==> src/gfs_pkg.sv <==
// Constants for the general-pin function select block
package gfs_pkg;
  // ----------------------------------------
  // Configuration offsets
  // ----------------------------------------
  localparam logic [7:0] GFS_OFF_SELECT_A = 8'hbc;
  localparam logic [7:0] GFS_OFF_SELECT_B = 8'hbe;
  // ----------------------------------------
  // Field layout and reset values
  // ----------------------------------------
  localparam int GFS_FIELD_W = 3;
  localparam int GFS_PIN0_LSB = 0;
  localparam int GFS_PIN9_LSB = 12;
  localparam int GFS_RESERVED_BIT_BIT = 15;
  localparam logic [15:0] GFS_SELECT_A_RESET = 16'h0000;
  localparam logic [15:0] GFS_SELECT_B_RESET = 16'h0000;
  localparam logic [15:0] GFS_SELECT_B_WMASK = 16'h7fff;
  // ----------------------------------------
  // Function codes
  // ----------------------------------------
  localparam logic [2:0] GFS_CODE_INPUT = 3'h0;
  localparam logic [2:0] GFS_CODE_OUTPUT = 3'h1;
  localparam logic [2:0] GFS_CODE_ALT_FIRST = 3'h2;
  localparam int GFS_ALT_N = 6;
  // Alternate roles that drive the pin, one bit per code 2..7
  localparam logic [5:0] GFS_PIN0_ALT_DRIVES = 6'h00;
  localparam logic [5:0] GFS_PIN9_ALT_DRIVES = 6'h3f;
endpackage

==> src/gfs_top.sv <==
// General-pin function select for pins zero and nine
`timescale 1ns/1ps
`default_nettype none
// Notes on behaviour
// - Pin zero field in bits 2:0 picks input for 000 (default) and output for 001.
// - Pin zero codes 010..111 route port 2/3 attention button, power fault, interlock engage.
// - Fields load from the configuration EEPROM and clear on fundamental reset.
// - A high port-2 strap at reset release dedicates the pin to slot power-on.
// - The second select register is 16 bits at offset BEh, resets to 0000h, covers pins 5-9.
// - Bit 15 of the second select register is read-only and reads zero.
// - Pin nine field in bits 14:12 picks input for 000 (default) and output for 001.
module gfs_top
  import gfs_pkg::*;
(
  // Clock and reset
  input wire logic mclk_in,
  input wire logic resetn_in,
  // Configuration access
  input wire logic cfg_wr_en_in,
  input wire logic cfg_rd_en_in,
  input wire logic [7:0] cfg_addr_in,
  input wire logic [15:0] cfg_wdata_in,
  output logic [15:0] cfg_rdata_out,
  // EEPROM load path
  input wire logic eeprom_wr_en_in,
  input wire logic [7:0] eeprom_addr_in,
  input wire logic [15:0] eeprom_data_in,
  // Strap and general data
  input wire logic port2_hotplug_strap_in,
  input wire logic [1:0] gp_data_in,
  output logic [1:0] gp_level_out,
  // Pin zero
  input wire logic pin0_in,
  output logic pin0_out,
  output logic pin0_oe_out,
  // Pin nine
  input wire logic pin9_in,
  output logic pin9_out,
  output logic pin9_oe_out,
  // Hot-plug sources
  input wire logic slot_power_on_output_in,
  input wire logic port1_interlock_control_in,
  input wire logic port2_interlock_control_in,
  input wire logic port1_attention_indicator_in,
  input wire logic port2_attention_indicator_in,
  input wire logic port1_power_indicator_in,
  input wire logic port2_power_indicator_in,
  // Hot-plug senses
  output logic port2_attention_button_out,
  output logic port3_attention_button_out,
  output logic port2_power_fault_out,
  output logic port3_power_fault_out,
  output logic port2_interlock_engage_out,
  output logic port3_interlock_engage_out,
  // Strap status
  output logic strap_active_out
);
  // ----------------------------------------
  // Reset release
  // ----------------------------------------
  logic [1:0] rst_sync_reg;
  logic rst_n;

  always_ff @(posedge mclk_in or negedge resetn_in) begin
    if (!resetn_in) begin
      rst_sync_reg <= 2'h0;
    end else begin
      rst_sync_reg <= {rst_sync_reg[0], 1'b1};
    end
  end
  assign rst_n = rst_sync_reg[1];

  // ----------------------------------------
  // Select registers
  // ----------------------------------------
  logic [15:0] select_a_reg;
  logic [15:0] select_b_reg;
  logic wr_a;
  logic wr_b;
  logic [15:0] wr_data;

  // Software write wins over a same-cycle EEPROM load
  assign wr_data = cfg_wr_en_in ? cfg_wdata_in : eeprom_data_in;
  assign wr_a = (cfg_wr_en_in && cfg_addr_in == GFS_OFF_SELECT_A) ||
                (!cfg_wr_en_in && eeprom_wr_en_in && eeprom_addr_in == GFS_OFF_SELECT_A);
  assign wr_b = (cfg_wr_en_in && cfg_addr_in == GFS_OFF_SELECT_B) ||
                (!cfg_wr_en_in && eeprom_wr_en_in && eeprom_addr_in == GFS_OFF_SELECT_B);

  always_ff @(posedge mclk_in or negedge rst_n) begin
    if (!rst_n) begin
      select_a_reg <= GFS_SELECT_A_RESET;
      select_b_reg <= GFS_SELECT_B_RESET;
    end else begin
      if (wr_a) begin
        select_a_reg <= wr_data;
      end
      if (wr_b) begin
        select_b_reg <= wr_data & GFS_SELECT_B_WMASK;
      end
    end
  end

  always_ff @(posedge mclk_in or negedge rst_n) begin
    if (!rst_n) begin
      cfg_rdata_out <= 16'h0000;
    end else if (cfg_rd_en_in) begin
      case (cfg_addr_in)
        GFS_OFF_SELECT_A: begin
          cfg_rdata_out <= select_a_reg;
        end
        GFS_OFF_SELECT_B: begin
          cfg_rdata_out <= select_b_reg & GFS_SELECT_B_WMASK;
        end
        default: begin
          cfg_rdata_out <= 16'h0000;
        end
      endcase
    end
  end

  // ----------------------------------------
  // Strap capture
  // ----------------------------------------
  // Sampled once, on the first edge after reset release
  logic strap_done_reg;
  logic strap_reg;

  always_ff @(posedge mclk_in or negedge rst_n) begin
    if (!rst_n) begin
      strap_done_reg <= 1'b0;
      strap_reg <= 1'b0;
    end else if (!strap_done_reg) begin
      strap_done_reg <= 1'b1;
      strap_reg <= port2_hotplug_strap_in;
    end
  end

  // ----------------------------------------
  // Pin cells
  // ----------------------------------------
  logic [2:0] pin0_func;
  logic [2:0] pin9_func;
  logic p0_out;
  logic p0_oe;
  logic p9_out;
  logic p9_oe;
  logic [5:0] p0_sense;
  logic [5:0] p9_src;

  // While strapped the field is ignored and read as plain input
  assign pin0_func = strap_reg ? GFS_CODE_INPUT :
                     select_a_reg[GFS_PIN0_LSB +: GFS_FIELD_W];
  assign pin9_func = select_b_reg[GFS_PIN9_LSB +: GFS_FIELD_W];
  assign p9_src = {port2_power_indicator_in, port1_power_indicator_in,
                   port2_attention_indicator_in, port1_attention_indicator_in,
                   port2_interlock_control_in, port1_interlock_control_in};

  gfs_pin_cell #(
    .ALT_DRIVES(GFS_PIN0_ALT_DRIVES)
  ) u_pin0 (
    .func_in(pin0_func),
    .gp_data_in(gp_data_in[0]),
    .alt_src_in(6'h00),
    .pin_in(pin0_in),
    .pin_out(p0_out),
    .pin_oe_out(p0_oe),
    .alt_sense_out(p0_sense)
  );

  gfs_pin_cell #(
    .ALT_DRIVES(GFS_PIN9_ALT_DRIVES)
  ) u_pin9 (
    .func_in(pin9_func),
    .gp_data_in(gp_data_in[1]),
    .alt_src_in(p9_src),
    .pin_in(pin9_in),
    .pin_out(p9_out),
    .pin_oe_out(p9_oe),
    .alt_sense_out()
  );

  // ----------------------------------------
  // Registered outputs
  // ----------------------------------------
  always_ff @(posedge mclk_in or negedge rst_n) begin
    if (!rst_n) begin
      pin0_out <= 1'b0;
      pin0_oe_out <= 1'b0;
      pin9_out <= 1'b0;
      pin9_oe_out <= 1'b0;
      gp_level_out <= 2'h0;
      strap_active_out <= 1'b0;
    end else begin
      pin0_out <= strap_reg ? slot_power_on_output_in : p0_out;
      pin0_oe_out <= strap_reg | p0_oe;
      pin9_out <= p9_out;
      pin9_oe_out <= p9_oe;
      gp_level_out <= {pin9_in, pin0_in & !strap_reg};
      strap_active_out <= strap_reg;
    end
  end

  always_ff @(posedge mclk_in or negedge rst_n) begin
    if (!rst_n) begin
      port2_attention_button_out <= 1'b0;
      port3_attention_button_out <= 1'b0;
      port2_power_fault_out <= 1'b0;
      port3_power_fault_out <= 1'b0;
      port2_interlock_engage_out <= 1'b0;
      port3_interlock_engage_out <= 1'b0;
    end else begin
      port2_attention_button_out <= p0_sense[0];
      port3_attention_button_out <= p0_sense[1];
      port2_power_fault_out <= p0_sense[2];
      port3_power_fault_out <= p0_sense[3];
      port2_interlock_engage_out <= p0_sense[4];
      port3_interlock_engage_out <= p0_sense[5];
    end
  end

  // ----------------------------------------
  // Checks
  // ----------------------------------------
  property p_reserved_bit_zero;
    @(posedge mclk_in) disable iff (!rst_n)
    (cfg_rd_en_in && cfg_addr_in == GFS_OFF_SELECT_B) |=> !cfg_rdata_out[GFS_RESERVED_BIT_BIT];
  endproperty
  a_reserved_bit_zero: assert property (p_reserved_bit_zero) else $error("reserved bit read one");

  property p_pin0_input;
    @(posedge mclk_in) disable iff (!rst_n)
    (pin0_func == GFS_CODE_INPUT && !strap_reg) |=> !pin0_oe_out;
  endproperty
  a_pin0_input: assert property (p_pin0_input) else $error("pin zero driven as input");

  property p_pin0_output;
    @(posedge mclk_in) disable iff (!rst_n)
    (pin0_func == GFS_CODE_OUTPUT) |=> (pin0_oe_out && pin0_out == $past(gp_data_in[0]));
  endproperty
  a_pin0_output: assert property (p_pin0_output) else $error("pin zero output wrong");

  property p_pin0_button;
    @(posedge mclk_in) disable iff (!rst_n)
    (pin0_func == 3'h2) |=> (port2_attention_button_out == $past(pin0_in)) && !pin0_oe_out;
  endproperty
  a_pin0_button: assert property (p_pin0_button) else $error("button route wrong");

  property p_pin0_engage;
    @(posedge mclk_in) disable iff (!rst_n)
    (pin0_func != 3'h7) |=> !port3_interlock_engage_out;
  endproperty
  a_pin0_engage: assert property (p_pin0_engage) else $error("engage leaks");

  property p_strap;
    @(posedge mclk_in) disable iff (!rst_n)
    strap_reg |=> pin0_oe_out && pin0_out == $past(slot_power_on_output_in) && strap_active_out;
  endproperty
  a_strap: assert property (p_strap) else $error("strap override wrong");

  property p_write_b;
    @(posedge mclk_in) disable iff (!rst_n)
    (cfg_wr_en_in && cfg_addr_in == GFS_OFF_SELECT_B) |=>
      select_b_reg == ($past(cfg_wdata_in) & GFS_SELECT_B_WMASK);
  endproperty
  a_write_b: assert property (p_write_b) else $error("select b write lost");

  property p_reset_clear;
    @(posedge mclk_in) $rose(rst_n) |-> select_a_reg == 16'h0000 && select_b_reg == 16'h0000;
  endproperty
  a_reset_clear: assert property (p_reset_clear) else $error("fields not cleared");

  property p_pin9_ctl;
    @(posedge mclk_in) disable iff (!rst_n)
    (pin9_func == 3'h3) |=> pin9_oe_out && pin9_out == $past(port2_interlock_control_in);
  endproperty
  a_pin9_ctl: assert property (p_pin9_ctl) else $error("pin nine route wrong");

  property p_pin9_input;
    @(posedge mclk_in) disable iff (!rst_n)
    (pin9_func == GFS_CODE_INPUT) |=> !pin9_oe_out;
  endproperty
  a_pin9_input: assert property (p_pin9_input) else $error("pin nine driven as input");
endmodule
`default_nettype wire

==> src/gfs_pin_cell.sv <==
// One general pin: function decode and routing
`timescale 1ns/1ps
`default_nettype none
module gfs_pin_cell
  import gfs_pkg::*;
#(
  parameter logic [5:0] ALT_DRIVES = 6'h00
) (
  // Selection
  input wire logic [2:0] func_in,
  input wire logic gp_data_in,
  input wire logic [5:0] alt_src_in,
  // Pin
  input wire logic pin_in,
  output logic pin_out,
  output logic pin_oe_out,
  // Routes to hot-plug logic
  output logic [5:0] alt_sense_out
);
  always_comb begin
    pin_out = 1'b0;
    pin_oe_out = 1'b0;
    case (func_in)
      GFS_CODE_INPUT: begin
        pin_oe_out = 1'b0;
      end
      GFS_CODE_OUTPUT: begin
        pin_out = gp_data_in;
        pin_oe_out = 1'b1;
      end
      default: begin
        // Direction follows the role of the chosen hot-plug signal
        pin_oe_out = ALT_DRIVES[func_in - GFS_CODE_ALT_FIRST];
        pin_out = pin_oe_out & alt_src_in[func_in - GFS_CODE_ALT_FIRST];
      end
    endcase
  end

  genvar k;
  generate
    for (k = 0; k < GFS_ALT_N; k++) begin : g_route
      assign alt_sense_out[k] = !ALT_DRIVES[k] &&
                                (func_in == 3'(k + 2)) && pin_in;
    end
  endgenerate
endmodule
`default_nettype wire

==> config.mk <==
export PLATFORM = sky130hd
export DESIGN_NAME = gfs_top
export DESIGN_NICKNAME = d
export VERILOG_FILES = /design/src/gfs_pkg.sv /design/src/gfs_top.sv /design/src/gfs_pin_cell.sv
export SDC_FILE = /design/constraint.sdc
export NUM_CORES = 1
export LEC_CHECK = 0
export BUFFER_PORTS_ARGS = -buffer_cell sky130_fd_sc_hd__buf_2
export CAP_MARGIN = 20
export CORE_MARGIN = 2
export CORE_UTILIZATION = 51
export CTS_CLUSTER_SIZE = 30
export DETAILED_ROUTE_END_ITERATION = 10
export GPL_TIMING_DRIVEN = 0
export PLACE_DENSITY_LB_ADDON = 0.08
export SETUP_SLACK_MARGIN = 0.5
export SLEW_MARGIN = 20
export SYNTH_ARGS = -nofsm -noshare
export SYNTH_HDL_FRONTEND = slang
export SYNTH_SLANG_ARGS = --single-unit
==> constraint.sdc <==
create_clock -name mclk_in -period 2.3 [get_ports mclk_in]
set_input_delay 0.345 -clock mclk_in [delete_from_list [all_inputs] [get_ports mclk_in]]
set_output_delay 0.345 -clock mclk_in [all_outputs]
set_load 0.005 [all_outputs]
# Yosys cells after proc, flatten, opt, wreduce, memory -nomap -nowiden

Memories as Yosys holds them, arrays and structs flattened.
Cells that the tools add are included.
W data, S select, Z words.

Bitwise gates (word level): 3
Equal/unequal tests: 12
Muxes and demuxes: 12
Order comparisons: 2
Reductions and logical operators: 17
$add $sub $neg: 2

Operator list:

| cell                  | count |
|---|---|
| $eq A8 B8 Y1 const B  | 4 |
| $pmux W16 S2          | 1 |
| $mux W16              | 1 |
| $eq A3 B3 Y1 const B  | 4 |
| $logic_and A1 B1 Y1   | 11 |
| $lt A3 B4 Y1 const B  | 2 |
| $pmux W1 S2           | 4 |
| $eq A3 B1 Y1 const B  | 2 |
| $eq A3 B2 Y1 const B  | 2 |
| $logic_not A3 Y1      | 2 |
| $sub A3 B2 Y3 const B | 2 |
| $mux W1               | 4 |
| $bmux W1 S3           | 1 |
| $mux W3               | 1 |
| $and A1 B1 Y1         | 2 |
| $logic_not A1 Y1      | 2 |
| $logic_or A1 B1 Y1    | 2 |
| $or A1 B1 Y1          | 1 |

Flip-flop bits (word level): 64
Bits of input ports: 65
Output and inout port bits: 29
Memory bits (read-only): 16
Memories: 2

Memory list:

| memory           | depth | bits a word | read ports | clocked after memory_dff | wr ports | RTL line           | source |
|---|---|---|---|---|---|---|---|
| (name not given) | 8     | 1           | 1          | 0                        | 0        | gfs_pin_cell.sv:33 | `pin_oe_out = ALT_DRIVES[func_in - GFS_CODE_ALT_FIRST];` |
| (name not given) | 8     | 1           | 1          | 0                        | 0        | gfs_pin_cell.sv:33 |  |

# Longest topological paths before layout

Gate-level depths: netlist of the first run.

Depth after elaboration: 6
Gate-level depth with buffers: 5
Depth with buffers taken out: 5

# Cells and area by module

Synthesis of the first run repeated with hierarchy kept, for this count alone.

Cell total of the unflattened synthesis: 288
Area total of the unflattened synthesis: 3067.9 um2

Modules (own cells, without submodules):

| module                | area each (um2) | times used | cells each |
|---|---|---|---|
| gfs_top               | 2852.7          | 1          | 262 |
| gfs_pin_cell (u_pin9) | 126.4           | 1          | 18 |
| gfs_pin_cell (u_pin0) | 88.8            | 1          | 8 |

# Least setup slack after synthesis of the first run

No wires, ideal clock.

Path type: input port to flip-flop
From: input port eeprom_addr_in[6]
To: register select_b_reg[0]
Buffers on the path: 1
Slack: 0.649 ns
Required time: 2.235 ns
Cell stages on the path: 5
Arrival time: 1.586 ns
Setup time: 0.065 ns
Cell sequence: nand2b_2 nor4_4 buf_6 mux2i_1 o221a_2

Longest elaborated chain between the ends: 3

Ends and longest elaborated chain:

| what                   | RTL line      | source |
|---|---|---|
| start: declaration     | gfs_top.sv:26 | `input wire logic [7:0] eeprom_addr_in,` |
| $eq A8 B8 Y1           | gfs_top.sv:87 | `(!cfg_wr_en_in && eeprom_wr_en_in && eeprom_addr_in == GFS_OFF_SELECT_B);` |
| $logic_and A1 B1 Y1    | gfs_top.sv:87 |  |
| $logic_or A1 B1 Y1     | gfs_top.sv:86 | `assign wr_b = (cfg_wr_en_in && cfg_addr_in == GFS_OFF_SELECT_B) \|\|` |
| end signal: assignment | gfs_top.sv:98 | `select_b_reg <= wr_data & GFS_SELECT_B_WMASK;` |
| end: declaration       | gfs_top.sv:77 | `logic [15:0] select_b_reg;` |

No other way between the ends.
A chain may end at the register's enable or synchronous reset.

# Worst setup path in the final report of the first run

From: input port cfg_addr_in[6]
To: register cfg_rdata_out[3]

Longest elaborated chain between the ends: 2

Ends and longest elaborated chain:

| what                   | RTL line       | source |
|---|---|---|
| start: declaration     | gfs_top.sv:21  | `input wire logic [7:0] cfg_addr_in,` |
| $eq A8 B8 Y1           | gfs_top.sv:107 | `case (cfg_addr_in)` |
| $pmux W16 S2 *         | gfs_top.sv:107 |  |
| end signal: assignment | gfs_top.sv:109 | `cfg_rdata_out <= select_a_reg;` |
| end signal: assignment | gfs_top.sv:112 | `cfg_rdata_out <= select_b_reg & GFS_SELECT_B_WMASK;` |
| end: declaration       | gfs_top.sv:23  | `output logic [15:0] cfg_rdata_out,` |

Mark *: on every way between the ends. The rest lies on a longest branch, timed or not.

==> impl_summary.log, run 1 <==
[metrics] clock period minus final worst setup slack: 1690 ps
[metrics] highest clock rate: 593 MHz
[metrics] clock root buffer: clkbuf_8
[metrics] fraction of layout cells with a size suffix above 1: 37.6%
[metrics] worst flop-to-flop path endpoint: pin9_out
[metrics] Routed WL per cell: 17.7 um
[metrics] worst-margin pin slew: 840 ps
[metrics] ordered cell list for the critical path: buf_2, nand4b_4, nor4_1, clkbuf_1, a22oi_1, a21oi_1
[metrics] Final Net Count: 441
[metrics] Total Die Area: 6750 um^2
[metrics] Layout Skew: 3.76 ps
[metrics] Mapped Cells: 269
[metrics] Avg Inst Size Synth: 11.6 um^2
[metrics] sequential cell fraction of total power: 48.1%
[metrics] Post-DP Area: 3680 um^2
[metrics] estimated wirelength of the detail-placed design: 5640 um
[metrics] total of hold buffers inserted after clock tree synthesis: 1
[metrics] Std-Cell Rows: 28
[metrics] Hold Slack: 102 ps
[metrics] number of setup violations in the final report: 0
[metrics] RSZ-0062 raised after global routing: false
[metrics] number of nets with antenna violations after detailed routing: 0
[metrics] gr usage total: 26.0%
[metrics] crit path launch: cfg_addr_in[6]
[metrics] clock network fraction of design power: 42.5%
[metrics] required time worst endpoint: 2570 ps
[metrics] overall power after layout: 2.56 mW
[metrics] Port Buf Inserts: 93
[metrics] power density over the cells: 655 nW/um^2
[metrics] worst setup path endpoint: cfg_rdata_out[3]
[metrics] Worst setup EP type: flip-flop
[metrics] net switching power: 621 uW
[metrics] flip-flop and latch count after synthesis: 64
[metrics] number of antenna violations at the first check in global routing: 0
[metrics] setup TNS: 0 ps
[metrics] aggregate global routing overflow: 0
[metrics] number of DRC violations after detailed-routing iteration 0: 144
[metrics] Critical-path top delay cell: clkbuf_1
[metrics] total of warnings raised by yosys: 0
[metrics] count of distinct cell types in the synthesized netlist: 44
[metrics] peak fanout along the critical path: 10
[metrics] Max VDD drop: 442 uV
[metrics] detailed-route DRC error count: 0
[metrics] Skew-Pair Late Insertion Delay: 350 ps
[metrics] clock buffers created by TritonCTS: 9
[metrics] Core Region: 5920 um^2
[metrics] total inserted antenna cells: 0
[metrics] Resized Gates After CTS: 0
[metrics] maximum number of pins on one net before global-route repair: 63
[metrics] final standard cell area without fillers: 3910 um^2
[metrics] slowest cell delay on critical path: 500 ps
[metrics] via count of the first global-routing pass: 2695
[metrics] hold crit path type: in2reg
[metrics] Worst Reg2Reg Path Length in Cells: 5
[metrics] most frequent cells in the layout: buf_2 (94), dfrtp_1 (63), nor2_1 (39), a21o_1 (18)
[metrics] cell depth of the worst hold path: 1
[metrics] status: finished clean
[metrics] detailed-route vias per instance: 5.82
[metrics] Die H: 82.2 um
[metrics] clock-pin transition on the worst setup and hold timing paths: 70 ps
[metrics] switching fraction of total power: 24.2%
[metrics] Int Power: 1.94 mW
[metrics] post-synthesis cell area: 3120 um^2
[metrics] flop-to-flop setup slack: 790 ps
[metrics] initial standard-cell utilization of the core: 52.6%
[metrics] ports placed on the boundary: 94
[metrics] sequential fraction of the synthesis area: 51.4%
[metrics] 1st-pass router iterations: 4
[metrics] clock tree from TritonCTS: built
[metrics] max-cap check violation count: 0
[metrics] total number of H-tree levels: 3
[metrics] most common cell after layout, fill and taps aside: buf_2
[metrics] max-slew violation count: 0
[metrics] maximum clock path buffer count: 2
[metrics] post-detailed-routing wire length: 8060 um
[metrics] power share of the combinational group: 9.5%
[metrics] worst setup path class: in2reg
[metrics] final RePlAce weighted congestion: 0.843
[metrics] Critical Path AT: 1960 ps
[metrics] Hold Fails Final Rpt: 0
[metrics] Vias: 2649
[metrics] chip width: 82.2 um
[metrics] static leakage: 2.00 nW
[metrics] Crit Reg-Reg Startpoint: select_b_reg[13]
[metrics] global-route wire length before repair: 13000 um
[metrics] max_slew headroom: 44.0%
[metrics] area overhead of the layout relative to synthesis: 25.6%
[metrics] post-CTS setup buffers: 0
[metrics] Period Utilization, post-route: 73.3%
[metrics] Setup crit start kind: input port
[metrics] CTS sink cnt: 64
## logic make-up (layout without fill, tap and decap cells)
logic type	count (synthesis)	count (layout)	share of synthesized area, %
buffers and inverters	24	134	4.26
DFF	64	64	51.4
muxes	17	17	5.94
adders and majority gates	1	1	0.402
other	1	2	0.120
and+or+nand+nor	77	77	15.8
AOI/OAI and AO/OA	85	85	22.1
## Yosys cell counts, drive strengths merged
library cell  number  area [um^2]
nor4               6         82.6
nand3              2         10.0
nor4b              2         32.5
or4                2         18.8
or2                1         6.26
o221a             13          146
nand2b             2         15.0
buf                7         68.8
or3                1         6.26
dfrtp             64         1600
nand2              5         21.3
nand3b             1         11.3
and3               1         6.26
mux2               2         22.5
clkbuf            10         37.5
nand4              1         6.26
mux2i             14          140
mux4               1         22.5
nor3b              1         7.51
nor2              39          146
ha                 1         12.5
a22oi             15          113
a32o              17          170
nor3               2         10.0
inv                7         26.3
and2b              6         45.0
nand4b             2         47.6
o21ai              2         13.8
nor2b              3         18.8
a21oi             18         93.8
conb               1         3.75
o32ai              1         8.76
a21o              18          135
a211oi             1         7.51
## per-layer routing
metal / global-route usage (%) / vias to the layer above / share of wire, %
met5: 0 / - / 0
met4: 11.2 / 0 / 1.1
met3: 4.78 / 11 / 8.3
met2: 42.0 / 130 / 48
met1: 34.4 / 1283 / 42
li1: - / 1225 / -
## worst min path at each step
stage	start	endpoint
after floorplan	resetn_in	rst_sync_reg[0]
after global placement	resetn_in	rst_sync_reg[0]
after detailed placement	resetn_in	rst_sync_reg[0]
after CTS	pin9_in	gp_level_out[1]
after global routing	pin9_in	gp_level_out[1]
final	pin9_in	gp_level_out[1]
## power by group through the flow
stage / clock, mW / combinational (mW) / sequential, mW
after CTS: 1.09 / 0.245 / 1.23
final: 1.09 / 0.243 / 1.23
after global routing: 1.16 / 0.271 / 1.24
after floorplan: 0 / 0.113 / 1.25
after detailed placement: 0 / 0.243 / 1.25
after global placement: 0 / 0.235 / 1.25
## worst max-delay path, delay by kind of cell
family | cells | cell delay (ps)
AOI/OAI and AO/OA | 2 | 400
buffers and inverters | 2 | 600
and+or+nand+nor | 2 | 620
## through the flow
stage / setup slack [ps] / cells / utilization, %
2_1_floorplan: 649 / 270 / -
3_3_place_gp: 292 / 438 / 62.2
3_5_place_dp: 299 / 438 / 62.2
4_1_cts: 640 / 455 / 66.1
5_1_grt: 543 / 455 / 66.1
6_report: 614 / 455 / 66.1
## final cells by class
| type | count | area (um^2) |
|---|---|---|
| Tap cell | 75 | 93.8 |
| Clock buffer | 11 | 141 |
| Inverter | 7 | 26.3 |
| Multi-Input combinational cell | 182 | 1390 |
| Timing Repair Buffer | 94 | 475 |
| Fill cell | 471 | 2010 |
| Buffer | 17 | 106 |
| Clock inverter | 5 | 80.1 |
| Sequential cell | 64 | 1610 |
No activity file was read; power rests on OpenSTA's default activity.
==> run 2, diff against run 1 <==
==> constraint.sdc (replaced) <==
create_clock -name mclk_in -period 1.8 [get_ports mclk_in]
set_input_delay 0.27 -clock mclk_in [delete_from_list [all_inputs] [get_ports mclk_in]]
set_output_delay 0.27 -clock mclk_in [all_outputs]
set_load 0.005 [all_outputs]
==> run 2 against run 1 <==
  * Global-route usage rose by 0.63 points
  * Setup slack got worse by 190 ps
  * Power up 30%
  * Flip-flop and latch count stayed put
  * First-iteration DRC count is 33% higher
  * Sequential share of layout area is 3.0 points lower
  * Critical endpoint is now pin9_out
==> impl_summary.log, run 2 (synthesis results as in run 1) <==
[metrics] status: finished clean
[metrics] global-route wire length before repair: 13300 um
[metrics] Int Power: 2.50 mW
[metrics] Core Region: 5920 um^2
[metrics] maximum number of pins on one net before global-route repair: 63
[metrics] number of DRC violations after detailed-routing iteration 0: 192
[metrics] estimated wirelength of the detail-placed design: 5700 um
[metrics] most common cell after layout, fill and taps aside: buf_2
[metrics] met2 routed wirelength: 4130 um
[metrics] clock period minus final worst setup slack: 1370 ps
[metrics] clock tree from TritonCTS: built
[metrics] sequential cell fraction of total power: 47.2%
[metrics] clock root buffer: clkbuf_8
[metrics] overall power after layout: 3.34 mW
[metrics] slowest cell delay on critical path: 370 ps
[metrics] number of antenna violations at the first check in global routing: 0
[metrics] max-slew violation count: 0
[metrics] max-cap check violation count: 0
[metrics] maximum clock path buffer count: 2
[metrics] hold endpoint: gp_level_out[1]
[metrics] detailed-route DRC error count: 0
[metrics] number of buffers and inverters on the critical path: 1
[metrics] clock-pin transition on the worst setup and hold timing paths: 70 ps
[metrics] total inserted antenna cells: 0
[metrics] Worst Reg2Reg Path Length in Cells: 5
[metrics] hold crit path type: in2reg
[metrics] Hold Fails Final Rpt: 0
[metrics] required time worst endpoint: 2040 ps
[metrics] Critical Path AT: 1610 ps
[metrics] most frequent cells in the layout: buf_2 (92), dfrtp_1 (62), nor2_1 (39), a21o_1 (18)
[metrics] Vias: 2760
[metrics] highest routed metal layer: met4
[metrics] chip width: 82.2 um
[metrics] post-detailed-routing wire length: 8350 um
[metrics] Placed Instances: 438
[metrics] gr usage total: 26.6%
[metrics] Max VDD drop: 558 uV
[metrics] number of nets with antenna violations after detailed routing: 0
[metrics] worst flop-to-flop path endpoint: pin9_out
[metrics] max_slew headroom: 47.3%
[metrics] Final Net Count: 457
[metrics] post-route non-filler standard cell count: 471
[metrics] Total Die Area: 6750 um^2
[metrics] Hold Path Origin: pin9_in
[metrics] Die H: 82.2 um
[metrics] RSZ-0062 raised after global routing: true
[metrics] highest clock rate: 728 MHz
[metrics] 1st-pass router iterations: 4
[metrics] flop-to-flop setup slack: 430 ps
[metrics] ordered cell list for the critical path: inv_1, ha_4, mux4_2, a211oi_2, a21oi_1
[metrics] clock buffers created by TritonCTS: 9
[metrics] Period Utilization, post-route: 76.3%
[metrics] final RePlAce weighted congestion: 0.809
[metrics] total number of H-tree levels: 3
[metrics] via count of the first global-routing pass: 2801
[metrics] switching fraction of total power: 25.0%
[metrics] Port Buf Inserts: 93
[metrics] number of setup violations in the final report: 0
[metrics] detailed-route vias per instance: 5.86
[metrics] Critical-path top delay cell: dfrtp_1
[metrics] Skew-Pair Late Insertion Delay: 350 ps
[metrics] worst-margin pin slew: 790 ps
[metrics] met3 routed wirelength: 586 um
[metrics] initial standard-cell utilization of the core: 52.6%
[metrics] cell depth of the worst hold path: 1
[metrics] cell family contributing the most delay on the critical path: flip-flops
[metrics] Crit Reg-Reg Startpoint: select_b_reg[14]
[metrics] area overhead of the layout relative to synthesis: 35.8%
[metrics] Setup crit start kind: flip-flop
[metrics] clock network fraction of design power: 42.7%
[metrics] aggregate global routing overflow: 0
[metrics] static leakage: 2.13 nW
[metrics] Routed WL per cell: 17.7 um
[metrics] DRT met1 WL: 3370 um
[metrics] peak fanout along the critical path: 2
[metrics] CTS sink cnt: 64
[metrics] power density over the cells: 789 nW/um^2
[metrics] net switching power: 836 uW
[metrics] Worst setup EP type: flip-flop
[metrics] Std-Cell Rows: 28
[metrics] Layout Skew: 6.73 ps
[metrics] power share of the combinational group: 10.1%
[metrics] fraction of layout cells with a size suffix above 1: 47.0%
[metrics] worst setup path class: reg2reg
[metrics] ports placed on the boundary: 94
-- run 2: cell count changes in the layout (fill, tap and decap cells not counted), moves of 2 or more --
cell and delta:
buf_4 +16, clkbuf_1 -3, clkinv_4 +2, a22oi_1 -15
buf_2 -2, a22oi_2 +15
-- run 2: worst max path at each step --
stage	from	end	slack, ps	depth (start not counted)
after floorplan	eeprom_addr_in[6]	select_b_reg[0]	280	5
after global placement	cfg_wr_en_in	select_b_reg[2]	-100	6
after detailed placement	cfg_wr_en_in	select_b_reg[2]	-130	6
after CTS	select_b_reg[14]	pin9_out	420	5
after global routing	select_b_reg[14]	pin9_out	320	5
final	select_b_reg[14]	pin9_out	430	5
-- run 2: final cells by class --
| cell class | instances | area (um^2) |
|---|---|---|
| fillers | 442 | 1690 |
| flip-flops and latches | 64 | 1610 |
| multi-input cells | 182 | 1540 |
| repair buffers | 110 | 602 |
| clock buffers | 10 | 138 |
| plain buffers | 17 | 136 |
| well taps | 75 | 93.8 |
| clock inverters | 6 | 92.6 |
| inverters | 7 | 26.3 |
-- run 2: per-stage QoR --
stage	setup WS, ps	area [um^2]	hold WS [ps]	setup TNS [ps]	utilization, %
2_1_floorplan	275	3240	-25.6	0	-
3_3_place_gp	-102	3800	55.1	-1760	64.1
3_5_place_dp	-127	3800	58.1	-2080	64.2
4_1_cts	416	4190	14.4	0	70.8
5_1_grt	325	4230	17.4	0	71.4
6_report	427	4230	19.0	0	71.4
-- run 2: routing by layer --
metal	up-vias	GRT usage [%]
met5	-	0
met4	0	14.7
met3	21	4.57
met2	125	44.7
met1	1360	32.5
li1	1254	-
-- run 2: timing repair --
action | CTS | global route
hold buffers | 1 | 0
setup endpoints to repair | 47 | 29
pin swaps | 4 | 3
endpoints found under the hold margin | 2 | 0
buffers inserted | 16 | 0
gates resized for setup | 8 | 8
-- run 2: power groups by stage --
stage	Sequential [mW]	Clock (mW)	Combinational, mW
2_1_floorplan	1.60	0	0.155
3_3_place_gp	1.60	0	0.309
3_5_place_dp	1.61	0	0.320
4_1_cts	1.58	1.43	0.334
5_1_grt	1.59	1.51	0.374
6_report	1.57	1.42	0.338
-- run 2: worst reg2reg max path, cell delays in order (launching register included) --
cell and delay, ps:
dfrtp_1 370, inv_1 90, ha_4 270, mux4_2 290, a211oi_2 190, a21oi_1 60
==> run 3, diff against run 2 <==
--- a/config.mk
+++ b/config.mk
@@ -5,6 +5,7 @@
 export SDC_FILE = /design/constraint.sdc
 export NUM_CORES = 1
 export LEC_CHECK = 0
+export ABC_AREA = 1
 export BUFFER_PORTS_ARGS = -buffer_cell sky130_fd_sc_hd__buf_2
 export CAP_MARGIN = 20
 export CORE_MARGIN = 2
==> constraint.sdc (replaced) <==
create_clock -name mclk_in -period 1.3 [get_ports mclk_in]
set_input_delay 0.195 -clock mclk_in [delete_from_list [all_inputs] [get_ports mclk_in]]
set_output_delay 0.195 -clock mclk_in [all_outputs]
set_load 0.005 [all_outputs]
==> run 3 against run 2 <==
  * The run now ends with negative setup slack left
  * Synthesized cell count up 33%
  * Critical endpoint unchanged
  * Clock power up 44%
  * Setup slack worse by 450 ps
  * Clock-buffer cell count unchanged
  * Highest routed layer unchanged
  * Sequential power up 42%
  * Flip-flop and latch count unchanged
==> impl_summary.log, run 3 <==
[metrics] net switching power: 1.50 mW
[metrics] number of setup violations in the final report: 1
[metrics] ports placed on the boundary: 94
[metrics] Post-DP Area: 3870 um^2
[metrics] Core Region: 5850 um^2
[metrics] setup TNS: -24.8 ps
[metrics] total inserted antenna cells: 0
[metrics] area overhead of the layout relative to synthesis: 81.8%
[metrics] Avg Inst Size Synth: 8.55 um^2
[metrics] detailed-route vias per instance: 6.42
[metrics] Vias: 3884
[metrics] Max VDD drop: 979 uV
[metrics] switching fraction of total power: 29.3%
[metrics] crit path launch: select_b_reg[12]
[metrics] maximum number of pins on one net before global-route repair: 32
[metrics] number of antenna violations at the first check in global routing: 0
[metrics] clock network fraction of design power: 40.0%
[metrics] highest clock rate: 755 MHz
[metrics] fraction of layout cells with a size suffix above 1: 67.5%
[metrics] clock root buffer: clkbuf_8
[metrics] clock-pin transition on the worst setup and hold timing paths: 80 ps
[metrics] least setup slack across all paths after layout: -24.8 ps
[metrics] Crit Reg-Reg Startpoint: select_b_reg[12]
[metrics] CTS sink cnt: 64
[metrics] post-route non-filler standard cell count: 605
[metrics] 1st-pass router iterations: 6
[metrics] clock tree from TritonCTS: built
[metrics] estimated wirelength of the detail-placed design: 5080 um
[metrics] post-detailed-routing wire length: 16000 um
[metrics] worst setup path endpoint: pin9_out
[metrics] max-cap check violation count: 0
[metrics] flip-flop and latch count after synthesis: 64
[metrics] Layout Skew: 7.46 ps
[metrics] Total Die Area: 6620 um^2
[metrics] max-slew violation count: 0
[metrics] gr usage total: 31.7%
[metrics] flip-flop cell with the highest count after synthesis: dfrtp_1
[metrics] number of nets with antenna violations after detailed routing: 0
[metrics] status: finished, violations left
[metrics] number of DRC violations after detailed-routing iteration 0: 447
[metrics] fraction of synthesized cell area taken by the top area cell type: 52.5%
[metrics] hold crit path type: in2reg
[metrics] Skew-Pair Late Insertion Delay: 350 ps
[metrics] worst flop-to-flop path endpoint: pin9_out
[metrics] Routed WL per cell: 26.4 um
[metrics] total of warnings raised by yosys: 0
[metrics] most numerous cell in the Yosys netlist: nand2_1
[metrics] Hold Fails Final Rpt: 0
[metrics] required time worst endpoint: 1590 ps
[metrics] cell depth of the worst hold path: 3
[metrics] sequential cell fraction of total power: 43.6%
[metrics] sequential fraction of the synthesis area: 52.5%
[metrics] via count of the first global-routing pass: 3209
[metrics] post-synthesis cell area: 3050 um^2
[metrics] Die H: 81.4 um
[metrics] Final Net Count: 591
[metrics] maximum clock path buffer count: 2
[metrics] static leakage: 2.93 nW
[metrics] Std-Cell Rows: 28
[metrics] clock period minus final worst setup slack: 1320 ps
[metrics] worst setup path class: reg2reg
[metrics] peak fanout along the critical path: 4
[metrics] power density over the cells: 922 nW/um^2
[metrics] Int Power: 3.62 mW
[metrics] count of flip-flops with a built-in enable after synthesis: 0
[metrics] power share of the combinational group: 16.4%
[metrics] combined flip-flop and latch cell area: 1610 um^2
[metrics] most common cell after layout, fill and taps aside: buf_2
[metrics] commonest cells in the netlist: nand2_1 (143), nand3_1 (67), dfrtp_1 (64)
[metrics] cells taking the most area after synthesis: dfrtp_1 (52%), nand2_1 (18%), nand3_1 (11%), mux2_2 (5.9%), inv_1 (2.0%)
[metrics] Port Buf Inserts: 91
[metrics] chip width: 81.4 um
[metrics] RSZ-0062 raised after global routing: true
[metrics] detailed-route DRC error count: 0
[metrics] count of distinct cell types in the synthesized netlist: 25
[metrics] Critical Path AT: 1620 ps
[metrics] fraction of registers with async set/reset: 100%
[metrics] initial standard-cell utilization of the core: 52.2%
[metrics] most frequent cells in the layout: buf_2 (83), nand2_1 (80), dfrtp_1 (57), nand2_2 (44), nand3_2 (44)
[metrics] Placed Instances: 524
[metrics] final standard cell area without fillers: 5550 um^2
[metrics] aggregate global routing overflow: 0
[metrics] cell type with the highest aggregate area in the netlist: dfrtp_1
[metrics] Setup crit start kind: flip-flop
[metrics] Worst setup EP type: flip-flop
[metrics] max_slew headroom: 66.6%
[metrics] final RePlAce weighted congestion: 0.774
[metrics] worst-margin pin slew: 501 ps
[metrics] area of the multi-input gates: 2040 um^2
[metrics] final-layout fill cell count: 165
[metrics] Worst Reg2Reg Path Length in Cells: 8
[metrics] flop-to-flop setup slack: -20 ps
[metrics] total number of H-tree levels: 3
[metrics] violations in the final reports: negative setup slack
[metrics] Mapped Cells: 357
[metrics] Hold Slack: 99.4 ps
[metrics] clock buffers created by TritonCTS: 9
[metrics] global-route wire length before repair: 15300 um
[metrics] Period Utilization, post-route: 102%
-- run 3: cell families after synthesis --
family                     Yosys count  synth area share [%]
and+or+nand+nor                    238                  35.4
DFF                                 64                  52.5
other                                1                 0.123
buffers and inverters               34                  5.16
AOI/OAI and AO/OA                    3                 0.574
muxes                               16                  5.90
adders and majority gates            1                 0.410
-- run 3: critical path, cell delays in order (launching register included) --
cell     delay [ps]
dfrtp_2         470
buf_6           150
nand2_1          80
nand3_1         120
nand2_1         130
nand2_1          80
nand2_1         110
nand2_1          70
nand2_1          60
-- run 3: layout make-up --
| type | count | share of cell area (%) |
|---|---|---|
| buffer | 16 | 4.06 |
| clock buffer | 10 | 2.48 |
| clock inverter | 6 | 1.67 |
| inverter | 18 | 1.51 |
| multi-input combinational | 260 | 36.7 |
| sequential | 64 | 29.1 |
| tap | 75 | 1.69 |
| timing repair buffer | 156 | 22.9 |
-- run 3: power by group through the flow --
stage	clock network [mW]	registers (mW)	logic [mW]
detailed placement	0	2.24	0.452
global placement	0	2.24	0.433
finish	2.05	2.23	0.837
global route	2.13	2.23	0.875
CTS	1.97	2.19	0.601
floorplan	0	2.22	0.279
-- run 3: timing repair --
action	in CTS	in global routing
endpoints found under the hold margin	3	0
pin swaps	65	64
setup endpoints to repair	148	87
hold buffers	2	0
cloned	8	1
gates resized for setup	101	116
buffers inserted	39	15
-- run 3: worst min-delay path by stage --
stage | start | to | slack, ps
finish | gp_data_in[1] | pin9_out | 100
global route | gp_data_in[0] | pin0_out | 90
global placement | resetn_in | rst_sync_reg[0] | -20
floorplan | resetn_in | rst_sync_reg[0] | -100
detailed placement | resetn_in | rst_sync_reg[1] | -20
CTS | slot_power_on_output_in | pin0_out | 40
-- run 3: layer usage --
layer / global-route usage [%] / share of wire, % / wire length, um / up-vias
met5: 0 / 0 / 0 / -
met4: 16.9 / 9.6 / 1530 / 0
met3: 7.89 / 11 / 1770 / 168
met2: 53.9 / 47 / 7590 / 414
met1: 36.7 / 32 / 5110 / 1806
li1: - / - / - / 1496
-- run 3: stage by stage --
| stage | setup WS (ps) | power (mW) | util [%] |
|---|---|---|---|
| floorplan | 199 | 2.50 | - |
| global placement | -110 | 2.67 | 66.2 |
| detailed placement | -121 | 2.70 | 66.2 |
| CTS | 174 | 4.76 | 85.2 |
| global route | -53.9 | 5.24 | 94.9 |
| finish | -24.8 | 5.12 | 94.9 |
